**config.mk**
```make
export PLATFORM = sky130hd
export DESIGN_NAME = hp_host_port
export DESIGN_NICKNAME = d
export VERILOG_FILES = /design/src/rtl/hp_pkg.sv /design/src/rtl/hp_guard_if.sv /design/src/rtl/hp_host_port.sv /design/src/rtl/hp_clock_loss_guard.sv
export SDC_FILE = /design/constraint.sdc
export NUM_CORES = 1
export LEC_CHECK = 0
export BUFFER_PORTS_ARGS = -buffer_cell sky130_fd_sc_hd__buf_2
export CAP_MARGIN = 20
export CORE_UTILIZATION = 35
export DETAILED_ROUTE_END_ITERATION = 8
export GPL_ROUTABILITY_DRIVEN = 0
export PLACE_DENSITY_LB_ADDON = 0.2
export SYNTH_ARGS = -nofsm -noshare
export SYNTH_HDL_FRONTEND = slang
export SYNTH_HIERARCHICAL = 1
export SYNTH_SLANG_ARGS = --single-unit
```
**constraint.sdc**
```tcl
create_clock -name ref_clk -period 5.6 [get_ports ref_clk]
set_input_delay 1.12 -clock ref_clk [delete_from_list [all_inputs] [get_ports ref_clk]]
set_output_delay 1.12 -clock ref_clk [all_outputs]
set_load 0.02 [all_outputs]
```
**src/rtl/hp_pkg.sv**
```systemverilog
// Purpose: Shared constants of the host port support block
// Assumes: 8-bit host address and data, 125 MHz ref_clk
// Notes: Offsets are host byte addresses
package hp_pkg;
	// Register offsets
	localparam logic [7:0] ADDR_IO_CTRL = 8'h01;
	localparam logic [7:0] ADDR_BLK_EN = 8'h04;
	localparam logic [7:0] ADDR_BLK_STAT = 8'h05;
	localparam logic [7:0] ADDR_RX_EN_ONE = 8'h12;
	localparam logic [7:0] ADDR_RX_STAT_EN_TWO = 8'h13;
	localparam logic [7:0] ADDR_RX_STAT_ONE = 8'h14;
	localparam logic [7:0] ADDR_RX_STAT_TWO = 8'h15;
	localparam logic [7:0] ADDR_RX_ALARM = 8'h17;
	localparam logic [7:0] ADDR_RX_DL = 8'h18;
	localparam logic [7:0] ADDR_TX_ALARM = 8'h31;
	localparam logic [7:0] ADDR_TX_DL = 8'h34;
	localparam logic [7:0] ADDR_PC_BASE = 8'h50;
	localparam logic [7:0] ADDR_HOLD = 8'h6c;

	// Performance counters
	localparam int PC_NUM = 4;
	localparam int PC_IDX_W = 2;
	localparam logic [15:0] PC_MAX = 16'hffff;
	localparam logic [15:0] PC_ONE = 16'h0001;
	localparam logic [7:0] PC_SPAN = 8'h08;

	// I/O control fields and reset value
	localparam int IO_GUARD_EN_BIT = 7;
	localparam logic [7:0] IO_CTRL_RST = 8'ha0;

	// Block level fields
	localparam int BLK_RX_BIT = 7;
	localparam int BLK_TX_BIT = 4;
	localparam int BLK_SEC_BIT = 3;
	localparam logic [7:0] BLK_EN_MASK = 8'h98;

	// Mixed enable/status registers
	localparam int MIX_STAT_BIT = 0;
	localparam int MIX_EN_BIT = 1;
	localparam logic [7:0] MIX_EN_MASK = 8'h02;
	localparam int RXA_VALID_BIT = 0;
	localparam int RXA_REMOVE_BIT = 1;
	localparam int RXA_EN_SHIFT = 2;
	localparam logic [7:0] RXA_STAT_MASK = 8'h03;
	localparam logic [7:0] RXA_EN_MASK = 8'h0c;

	// Clock loss timing
	localparam int CLK_PERIOD_PS = 8000;
	localparam int LOSS_TIME_NS = 200;
	localparam int LOSS_CNT_W = 6;
	localparam logic [LOSS_CNT_W-1:0] LOSS_CYCLES = LOSS_CNT_W'((LOSS_TIME_NS * 1000) / CLK_PERIOD_PS);
endpackage

```
**src/rtl/hp_guard_if.sv**
```systemverilog
// Purpose: Carrier between host port and clock loss guard
// Assumes: Single ref_clk domain
// Notes: None
`timescale 1ns/1ps
`default_nettype none
interface hp_guard_if;
	logic guard_enable;
	logic cycle_pending;
	logic clocks_alive;
	logic force_ack;
	modport host (output guard_enable, output cycle_pending, input clocks_alive, input force_ack);
	modport guard (input guard_enable, input cycle_pending, output clocks_alive, output force_ack);
endinterface
`default_nettype wire

```
**src/rtl/hp_host_port.sv**
```systemverilog
// Purpose: Host port support: clock loss guard, counter holding, interrupts
// Assumes: Host strobes synchronous to ref_clk
// Notes: One register access per host cycle
// What this block does
// - Host logic runs only while a line clock toggles.
// - Guard keeps watching both line clock inputs with a free-running clock.
// - With both clocks lost, guard acknowledges the host cycle itself.
// - I/O control bit 7 enables the guard, resets to one.
// - Eight-bit two-way data bus, one byte per host cycle.
// - Counters are 16 bits, wholly cleared on the first byte read.
// - Reading either counter byte loads the other byte into holding register.
// - Interrupts have block and source levels, each with enables and status.
// - Transmit sources: alarm message done in C-bit mode, datalink frame done.
// - Receive sources: status changes and alarm code validation or removal.
// - Receive sources: new maintenance message, parity and framing errors.
// - Default mode places interrupt registers at their listed offsets.
// - Second framing mode moves receive status to 0x14 and 0x15.
// - Active-low request asserts for any enabled condition.
// - Block status bits 7, 4, 3; disabled blocks never request.
`timescale 1ns/1ps
`default_nettype none
module hp_host_port (
	// Clock and reset
	input wire logic ref_clk,
	input wire logic reset_n,
	// Host bus
	input wire logic host_cs_n,
	input wire logic host_rd_n,
	input wire logic host_wr_n,
	input wire logic [7:0] host_addr,
	input wire logic [7:0] host_data_in,
	output logic [7:0] host_data_out,
	output logic host_data_oe,
	output logic host_cycle_ack,
	output logic host_irq_n,
	// Monitored line clocks
	input wire logic tx_input_clock,
	input wire logic rx_line_clock,
	// Framing modes
	input wire logic g832_mode,
	input wire logic cbit_mode,
	// Interrupt source events
	input wire logic [15:0] rx_status_event,
	input wire logic rx_alarm_valid,
	input wire logic rx_alarm_removed,
	input wire logic rx_path_msg,
	input wire logic tx_alarm_done,
	input wire logic tx_msg_done,
	input wire logic one_second,
	// Counter events
	input wire logic [hp_pkg::PC_NUM-1:0] perf_count_event,
	// Control out
	output logic [7:0] io_control_out
);
	typedef struct packed {
		logic [7:0] io_ctrl;
		logic [7:0] blk_en;
		logic [15:0] rx_en;
		logic [15:0] rx_stat;
		logic [7:0] rx_alarm;
		logic [7:0] rx_dl;
		logic [7:0] tx_alarm;
		logic [7:0] tx_dl;
		logic one_sec;
		logic [hp_pkg::PC_NUM-1:0][15:0] pc;
		logic [7:0] hold;
		logic [7:0] rdata;
		logic oe;
		logic done;
		logic irq_n;
	} hp_state_t;

	hp_state_t s_q;
	hp_state_t s_d;
	logic [1:0] rst_sync_q;
	logic rst_n;
	logic pending;
	logic access;
	logic is_read;
	logic [7:0] pc_off;
	logic [hp_pkg::PC_IDX_W-1:0] pc_idx;

	hp_guard_if g ();

	// Reset release through two flip-flops
	always_ff @(posedge ref_clk or negedge reset_n) begin
		if (!reset_n) begin
			rst_sync_q <= 2'h0;
		end else begin
			rst_sync_q <= {rst_sync_q[0], 1'b1};
		end
	end
	assign rst_n = rst_sync_q[1];

	function automatic logic pc_hit(logic [7:0] a);
		pc_hit = (a >= hp_pkg::ADDR_PC_BASE) && (a < hp_pkg::ADDR_PC_BASE + hp_pkg::PC_SPAN);
	endfunction

	function automatic logic mix_req(logic [7:0] m);
		mix_req = m[hp_pkg::MIX_EN_BIT] && m[hp_pkg::MIX_STAT_BIT];
	endfunction

	function automatic logic alarm_req(logic [7:0] m);
		alarm_req = |(m & hp_pkg::RXA_STAT_MASK & (m >> hp_pkg::RXA_EN_SHIFT));
	endfunction

	function automatic logic [7:0] blk_status(hp_state_t st);
		blk_status = 8'h00;
		blk_status[hp_pkg::BLK_RX_BIT] = (|(st.rx_stat & st.rx_en)) || alarm_req(st.rx_alarm)
			|| mix_req(st.rx_dl);
		blk_status[hp_pkg::BLK_TX_BIT] = mix_req(st.tx_alarm) || mix_req(st.tx_dl);
		blk_status[hp_pkg::BLK_SEC_BIT] = st.one_sec;
	endfunction

	function automatic logic [7:0] read_byte(hp_state_t st, logic [7:0] a, logic g832,
		logic [hp_pkg::PC_IDX_W-1:0] idx, logic lsb);
		read_byte = 8'h00;
		if (pc_hit(a)) begin
			read_byte = lsb ? st.pc[idx][7:0] : st.pc[idx][15:8];
		end else begin
			case (a)
				hp_pkg::ADDR_IO_CTRL: read_byte = st.io_ctrl;
				hp_pkg::ADDR_BLK_EN: read_byte = st.blk_en;
				hp_pkg::ADDR_BLK_STAT: read_byte = blk_status(st);
				hp_pkg::ADDR_RX_EN_ONE: read_byte = st.rx_en[7:0];
				hp_pkg::ADDR_RX_STAT_EN_TWO: read_byte = g832 ? st.rx_en[15:8] : st.rx_stat[7:0];
				hp_pkg::ADDR_RX_STAT_ONE: read_byte = g832 ? st.rx_stat[7:0] : 8'h00;
				hp_pkg::ADDR_RX_STAT_TWO: read_byte = g832 ? st.rx_stat[15:8] : 8'h00;
				hp_pkg::ADDR_RX_ALARM: read_byte = st.rx_alarm;
				hp_pkg::ADDR_RX_DL: read_byte = st.rx_dl;
				hp_pkg::ADDR_TX_ALARM: read_byte = st.tx_alarm;
				hp_pkg::ADDR_TX_DL: read_byte = st.tx_dl;
				hp_pkg::ADDR_HOLD: read_byte = st.hold;
				default: read_byte = 8'h00;
			endcase
		end
	endfunction

	assign pending = !host_cs_n && (!host_rd_n || !host_wr_n);
	assign is_read = !host_rd_n;
	assign pc_off = host_addr - hp_pkg::ADDR_PC_BASE;
	assign pc_idx = pc_off[hp_pkg::PC_IDX_W:1];
	// No access while both line clocks are gone
	assign access = pending && !s_q.done && g.clocks_alive;

	assign g.guard_enable = s_q.io_ctrl[hp_pkg::IO_GUARD_EN_BIT];
	assign g.cycle_pending = pending;

	hp_clock_loss_guard u_guard (
		.ref_clk(ref_clk),
		.rst_n(rst_n),
		.tx_input_clock(tx_input_clock),
		.rx_line_clock(rx_line_clock),
		.g(g)
	);

	always_comb begin
		s_d = s_q;
		s_d.oe = !host_cs_n && !host_rd_n;
		if (!pending) begin
			s_d.done = 1'b0;
		end
		// Host access: clears first so that later sets win
		if (access) begin
			s_d.done = 1'b1;
			if (is_read) begin
				s_d.rdata = read_byte(s_q, host_addr, g832_mode, pc_idx, pc_off[0]);
				if (pc_hit(host_addr)) begin
					s_d.hold = pc_off[0] ? s_q.pc[pc_idx][15:8] : s_q.pc[pc_idx][7:0];
					s_d.pc[pc_idx] = 16'h0000;
				end else begin
					case (host_addr)
						hp_pkg::ADDR_BLK_STAT: s_d.one_sec = 1'b0;
						hp_pkg::ADDR_RX_STAT_EN_TWO: begin
							if (!g832_mode) begin
								s_d.rx_stat[7:0] = 8'h00;
							end
						end
						hp_pkg::ADDR_RX_STAT_ONE: begin
							if (g832_mode) begin
								s_d.rx_stat[7:0] = 8'h00;
							end
						end
						hp_pkg::ADDR_RX_STAT_TWO: begin
							if (g832_mode) begin
								s_d.rx_stat[15:8] = 8'h00;
							end
						end
						hp_pkg::ADDR_RX_ALARM: s_d.rx_alarm = s_q.rx_alarm & hp_pkg::RXA_EN_MASK;
						hp_pkg::ADDR_RX_DL: s_d.rx_dl = s_q.rx_dl & hp_pkg::MIX_EN_MASK;
						hp_pkg::ADDR_TX_ALARM: s_d.tx_alarm = s_q.tx_alarm & hp_pkg::MIX_EN_MASK;
						hp_pkg::ADDR_TX_DL: s_d.tx_dl = s_q.tx_dl & hp_pkg::MIX_EN_MASK;
						default: s_d.rdata = s_d.rdata;
					endcase
				end
			end else begin
				case (host_addr)
					hp_pkg::ADDR_IO_CTRL: s_d.io_ctrl = host_data_in;
					hp_pkg::ADDR_BLK_EN: s_d.blk_en = host_data_in & hp_pkg::BLK_EN_MASK;
					hp_pkg::ADDR_RX_EN_ONE: s_d.rx_en[7:0] = host_data_in;
					hp_pkg::ADDR_RX_STAT_EN_TWO: begin
						if (g832_mode) begin
							s_d.rx_en[15:8] = host_data_in;
						end
					end
					hp_pkg::ADDR_RX_ALARM: begin
						s_d.rx_alarm = (s_q.rx_alarm & hp_pkg::RXA_STAT_MASK) | (host_data_in & hp_pkg::RXA_EN_MASK);
					end
					hp_pkg::ADDR_RX_DL: begin
						s_d.rx_dl = (s_q.rx_dl & ~hp_pkg::MIX_EN_MASK) | (host_data_in & hp_pkg::MIX_EN_MASK);
					end
					hp_pkg::ADDR_TX_ALARM: begin
						s_d.tx_alarm = (s_q.tx_alarm & ~hp_pkg::MIX_EN_MASK) | (host_data_in & hp_pkg::MIX_EN_MASK);
					end
					hp_pkg::ADDR_TX_DL: begin
						s_d.tx_dl = (s_q.tx_dl & ~hp_pkg::MIX_EN_MASK) | (host_data_in & hp_pkg::MIX_EN_MASK);
					end
					default: s_d.done = 1'b1;
				endcase
			end
		end
		// Source events set sticky status
		s_d.rx_stat[7:0] = s_d.rx_stat[7:0] | rx_status_event[7:0];
		if (g832_mode) begin
			s_d.rx_stat[15:8] = s_d.rx_stat[15:8] | rx_status_event[15:8];
		end
		s_d.rx_alarm[hp_pkg::RXA_VALID_BIT] = s_d.rx_alarm[hp_pkg::RXA_VALID_BIT] || rx_alarm_valid;
		s_d.rx_alarm[hp_pkg::RXA_REMOVE_BIT] = s_d.rx_alarm[hp_pkg::RXA_REMOVE_BIT] || rx_alarm_removed;
		s_d.rx_dl[hp_pkg::MIX_STAT_BIT] = s_d.rx_dl[hp_pkg::MIX_STAT_BIT] || rx_path_msg;
		s_d.tx_alarm[hp_pkg::MIX_STAT_BIT] = s_d.tx_alarm[hp_pkg::MIX_STAT_BIT] || (tx_alarm_done && cbit_mode);
		s_d.tx_dl[hp_pkg::MIX_STAT_BIT] = s_d.tx_dl[hp_pkg::MIX_STAT_BIT] || tx_msg_done;
		s_d.one_sec = s_d.one_sec || one_second;
		// Counters count on, saturating
		for (int i = 0; i < hp_pkg::PC_NUM; i++) begin
			if (perf_count_event[i] && (s_d.pc[i] != hp_pkg::PC_MAX)) begin
				s_d.pc[i] = s_d.pc[i] + hp_pkg::PC_ONE;
			end
		end
		// Request from enabled block status
		s_d.irq_n = !(|(blk_status(s_d) & s_d.blk_en));
	end

	always_ff @(posedge ref_clk or negedge rst_n) begin
		if (!rst_n) begin
			s_q <= '0;
			s_q.io_ctrl <= hp_pkg::IO_CTRL_RST;
			s_q.irq_n <= 1'b1;
		end else begin
			s_q <= s_d;
		end
	end

	assign host_data_out = s_q.rdata;
	assign host_data_oe = s_q.oe;
	assign host_cycle_ack = (s_q.done && pending) || g.force_ack;
	assign host_irq_n = s_q.irq_n;
	assign io_control_out = s_q.io_ctrl;
endmodule
`default_nettype wire

```
**src/rtl/hp_clock_loss_guard.sv**
```systemverilog
// Purpose: Watches both line clocks and forces the host acknowledge on loss
// Assumes: ref_clk free-runs and stands in for the ring oscillator
// Notes: Line clocks are sampled through two flip-flops
`timescale 1ns/1ps
`default_nettype none
module hp_clock_loss_guard (
	// Clock and reset
	input wire logic ref_clk,
	input wire logic rst_n,
	// Monitored clocks
	input wire logic tx_input_clock,
	input wire logic rx_line_clock,
	// Host side
	hp_guard_if.guard g
);
	typedef struct packed {
		logic tx_s1;
		logic tx_s2;
		logic tx_s3;
		logic rx_s1;
		logic rx_s2;
		logic rx_s3;
		logic [hp_pkg::LOSS_CNT_W-1:0] tx_cnt;
		logic [hp_pkg::LOSS_CNT_W-1:0] rx_cnt;
	} hp_guard_state_t;

	hp_guard_state_t s_q;
	hp_guard_state_t s_d;

	function automatic logic [hp_pkg::LOSS_CNT_W-1:0] idle_count(logic now, logic prev,
		logic [hp_pkg::LOSS_CNT_W-1:0] cnt);
		if (now != prev) begin
			idle_count = '0;
		end else if (cnt != hp_pkg::LOSS_CYCLES) begin
			idle_count = cnt + hp_pkg::LOSS_CNT_W'(1);
		end else begin
			idle_count = cnt;
		end
	endfunction

	always_comb begin
		s_d = s_q;
		s_d.tx_s1 = tx_input_clock;
		s_d.tx_s2 = s_q.tx_s1;
		s_d.tx_s3 = s_q.tx_s2;
		s_d.rx_s1 = rx_line_clock;
		s_d.rx_s2 = s_q.rx_s1;
		s_d.rx_s3 = s_q.rx_s2;
		// Free-running watch on both inputs
		s_d.tx_cnt = idle_count(s_q.tx_s2, s_q.tx_s3, s_q.tx_cnt);
		s_d.rx_cnt = idle_count(s_q.rx_s2, s_q.rx_s3, s_q.rx_cnt);
	end

	always_ff @(posedge ref_clk or negedge rst_n) begin
		if (!rst_n) begin
			s_q <= '0;
		end else begin
			s_q <= s_d;
		end
	end

	// Either clock toggling keeps the interface alive
	assign g.clocks_alive = (s_q.tx_cnt != hp_pkg::LOSS_CYCLES) || (s_q.rx_cnt != hp_pkg::LOSS_CYCLES);
	assign g.force_ack = g.guard_enable && g.cycle_pending && !g.clocks_alive;
endmodule
`default_nettype wire

```
[After elaboration in Yosys (flattened, before gate mapping)]
Index checks and enable logic that the tools add are counted.
Word-level totals
  register bits after elaboration: 184
  latch bits: 0
  RAM bits: 0
  bits in read-only memories: 0
  input port bits: 51
  word-level logic and storage cells: 177
  memories kept: 0
Operators by class
  $add $sub $neg: 7
  multiply operators: 0
  div/mod/pow operators: 0
  magnitude comparators: 4
  equal/unequal tests: 22
  shift-type cells: 0
  mux-type cells: 46
  bitwise gates (word level): 14
  reductions and logical operators: 54
Operators with widths (number)
  2-to-1 mux 8 bit: 22
  2-to-1 mux 153 bit: 1
  2-to-1 mux 16 bit: 7
  one-hot mux 8 bit (12 select lines): 1
  2-to-1 mux 81 bit: 1
  2-to-1 mux 72 bit: 1
  adder 16 x 1 -> 16 bit, second input constant: 4
  AND 64 bit: 1
  != test 16 bit, second input constant: 4
  inverter 64 bit: 1
  2-to-1 mux 49 bit: 1
  equality test 8 x 5 -> 1 bit, second input constant: 6
  AND 16 bit: 2
  binary-select mux 16 bit (select 2 bit): 1
  demux 16 bit (select 2 bit): 1
  2-to-1 mux 32 bit: 1
  OR reduction 16 bit: 2
  2-to-1 mux 24 bit: 1
  2-to-1 mux 6 bit: 4
  OR 8 x 2 -> 8 bit: 3
  OR reduction 8 bit: 3
  logical AND 1 bit: 20
  equality test 8 x 3 -> 1 bit, second input constant: 2
  equality test 8 x 6 -> 1 bit, second input constant: 2
  other kinds (24): 55

[Depth between registers and ports, before layout]
  word-level depth: 19
  gate-level depth with buffers: 17
  mapped depth without buffers: 16

[Modules after synthesis]
Netlist, hierarchy kept.
Modules (own cells, without submodules)
  hp_host_port: times used 1, cells each 768, area each 8241.7 um^2, seq. area each 3932.5 um^2
  hp_clock_loss_guard: times used 1, cells each 68, area each 799.5 um^2, seq. area each 450.4 um^2

[Least setup slack after synthesis]
OpenSTA, ideal clock, no wires.
  kind: in2reg
  start point: input host_rd_n
  end point: register s_q[26] in the netlist's numbering
  setup time: 78 ps
  arrival time: 3715 ps
  required time: 5522 ps
  path slack: 1807 ps
  stages on the path: 11
  buffers on the path: 1
  cell sequence: or4b_1 > buf_4 > nor4_2 > nor2b_1 > ha_1 > and3_1 > nand3_1 > o41a_1 > nand3_1 > or3_1 > a21oi_1
RTL lines
  start, declared: RTL line hp_host_port.sv:28  | input wire logic host_rd_n,
  end, declared: RTL line hp_host_port.sv:73  | hp_state_t s_q;

==> results.txt <==
largest net degree at the start of global routing: 64
Synth cell types: 72
Layout area overhead: 13.3%
Setup Skew: 0.0125 ns
register area share after synthesis: 48.5%
Core ar.: 25300 um^2
TNS Setup: 0 ns
register area: 4390 um^2
Root Buffer: clkbuf_16
cts hold-fix bufs: 0
total CTS buffers: 17
cells resized by post-CTS repair: 0
startpoint types: flop
vias in the first global route: 6910
first-pass GRT wire length: 40.9 mm
fmax: 233 MHz
Final Max Slew Viols: 0
Final Cell Area: 10200 um^2
Setup violations, final: 0
ys flop type: dfrtp_1
arrival time worst endpoint: 4.60 ns
FFs w/ async S/R, synth: 100%
fin crit share: 76.8%
number of synthesized flops with an enable pin: 0
Placed Cells: 1201
initial antenna violation count: 0
status: finished clean
Synth Cell Area: 9040 um^2
RSZ-0062 raised after global routing: no
number of core rows: 58
critical path type: reg2reg
via count: 6856
H-Tree Depth: 4
worst vdd ir: 0.134 mV
clock-pin slew on the worst setup and hold paths: 0.07 ns
DRT Wirelength: 26.1 mm
via density per instance: 5.55
Final Non-Filler Cells: 1235
Final ANT Viol Nets: 0
Max-slew headroom: 35.1%
Net Count, Synth: 895
yosys warns: 6
dpl hpwl: 19.4 mm
worst-skew pair later-pin latency: 0.43 ns
PwrDens: 318 nW/um^2
I/O Buffers: 69
Die Ht: 163 um
Final #Nets: 951
1st-pass router iterations: 7
Avg WL per Cell: 21.1 um
total track usage: 20.7%
Die W: 163 um
layout cells sized above 1: 20.2%
Hold Crit Class: reg2reg
I/O pin cnt: 70
final count of hold timing violations: 0
number of max-cap violations: 0
crit path time final: 4.30 ns
drt first-iter violations: 734
number of fillers in the final layout: 2487
clock buffer depth: 2
worst path required time: 5.90 ns
Initial Utilization: 35.8%
Crit. End Element: flop
n_diodes: 0
area of the multi-input gates: 4360 um^2
worst slew pin tran: 0.965 ns
synthesized flop and latch total: 175
Avg Cell Area, Syn: 10.8 um^2
DRC Markers: 0
CTS tree: yes
Gate Count Post-Synth: 836
placed cell areas: 9640 um^2
Clock Sink Count: 175
P_leak: 4.48 nW
CP Max Fanout: 15
total gr overflow: 0
Die ar.: 26500 um^2
Post-CTS Setup Bufs: 0
[worst paths after layout]
| path | start | endpoint | slack, ns | cells after the start |
|---|---|---|---|---|
| hold reg to reg | rst_sync_q[0]$_DFF_PN0_ | rst_sync_q[1]$_DFF_PN0_ | 0.35 | 0 |
| hold / removal | rst_sync_q[0]$_DFF_PN0_ | rst_sync_q[1]$_DFF_PN0_ | 0.35 | 0 |
| max in group asynchronous | rst_sync_q[1]$_DFF_PN0_ | s_q[136]$_DFF_PN0_ | 3.88 | 1 |
| setup reg to reg | u_guard/s_q[0]$_DFFE_PN0P_ | s_q[66]$_DFF_PN0_ | 1.30 | 14 |
| min in group asynchronous | rst_sync_q[1]$_DFF_PN0_ | s_q[19]$_DFF_PN0_ | 0.45 | 0 |
| setup / recovery | u_guard/s_q[0]$_DFFE_PN0P_ | s_q[66]$_DFF_PN0_ | 1.30 | 14 |
[registers in the layout (all words and copies together) (netlist names)]
signal / flops
rst_sync_q: 2
u_guard/s_d: 4
host_data_oe: 1
io_control_out: 8
s_q: 137
host_data_out: 8
host_irq_n: 1
u_guard/s_q: 14
[cells in the mapped netlist, drive strengths merged, types with 4 or more instances]
master | n | area share, %
o21a | 7 | 0.58
or3 | 13 | 0.95
xor2 | 45 | 4.4
nor3 | 12 | 0.66
nand2 | 60 | 2.5
a22oi | 18 | 1.5
ha | 8 | 1.1
nor4b | 4 | 0.53
and2 | 23 | 1.6
o21ai | 13 | 0.72
xnor2 | 14 | 1.4
nor2 | 86 | 3.6
nand4 | 23 | 1.6
buf | 27 | 2.0
mux2 | 32 | 4.0
inv | 16 | 0.66
dfrtp | 172 | 48
a211oi | 6 | 0.55
nand2b | 5 | 0.35
clkbuf | 17 | 0.71
nor4 | 7 | 0.86
a22o | 14 | 1.4
a222oi | 13 | 1.4
mux2i | 20 | 2.2
mux4 | 16 | 4.0
and4 | 8 | 0.78
nand3 | 39 | 2.3
and3 | 8 | 0.55
a221oi | 9 | 0.87
a21oi | 31 | 1.7
a21o | 11 | 0.91
nor2b | 9 | 0.62
[critical path, cell delays in order, from the launching register on]
cell and delay (ns):
dfrtp_1 0.44, ha_1 0.22, nand4b_1 0.19, nor2_1 0.14, nand2_1 0.15, or4b_1 0.82
nor4_2 0.60, nor2b_1 0.15, ha_1 0.25, nand4_1 0.10, o31ai_1 0.15, nor3_1 0.57
nand2b_1 0.16, nand3_1 0.12, o21ai_0 0.09
[placed cells by master (no fill, tap or decap), types with 9 or more instances in the layout]
cell / instances
xor2_1: 45
nor2b_1: 9
nand2_1: 59
a221oi_1: 9
clkbuf_16: 17
inv_1: 16
and2_1: 23
dfrtp_1: 171
o21ai_0: 13
a222oi_1: 13
a21o_1: 11
nand3_1: 37
xnor2_1: 14
nand4_1: 23
mux2_2: 32
mux2i_1: 20
buf_2: 69
or3_1: 12
mux4_2: 16
nor2_1: 86
a22o_1: 14
buf_4: 10
nor3_1: 12
a22oi_1: 18
a21oi_1: 31
[cell type report]
class | instances | share of cell area [%]
Multi-Input combinational cell | 601 | 42.6
Timing Repair Buffer | 81 | 4.25
Clock buffer | 18 | 4.29
Sequential cell | 175 | 42.8
Clock inverter | 14 | 1.43
Tap cell | 330 | 4.03
Inverter | 16 | 0.586
[report_power, final]
group	total [W]	switching, W	internal, W
Clock	0.00120	0.000562	0.000642
Combinational	0.000487	0.000261	0.000225
Sequential	0.00157	0.000181	0.00139
[metrics by stage]
step	total power [W]	utilization (%)	hold WS, ns	setup WS [ns]
floorplan	0.00190	-	0.331	0.368
global placement	0.00207	38.2	0.337	1.24
detailed placement	0.00208	38.2	0.341	1.16
CTS	0.00329	40.5	0.357	1.34
global route	0.00342	40.6	0.365	0.952
finish	0.00326	40.6	0.352	1.30
[logic make-up (layout without fill, tap and decap cells)]
group                    after synthesis  after routing  share of synthesized area [%]
AND/OR/NAND/NOR                      321            321                           19.2
flip-flops                           175            175                           48.5
AO/OA/AOI/OAI                        144            144                           11.8
multiplexers                          68             68                           10.2
buffers and inverters                 60            129                           3.42
XOR/XNOR                              59             59                           5.72
adder cells (fa/ha/maj)                8              8                           1.11
other                                  1              1                         0.0415
[routing by layer]
metal  up-vias  wire (um)  track usage, %  share of wire [%]
li1       3191          -               -                  -
met1      3407      11300            27.2                 43
met2       210      12700            34.0                 49
met3        48       1390            3.95                5.3
met4         0        765            7.39                2.9
met5         -          0               0                  0
Power figures use the tool's default switching activity.
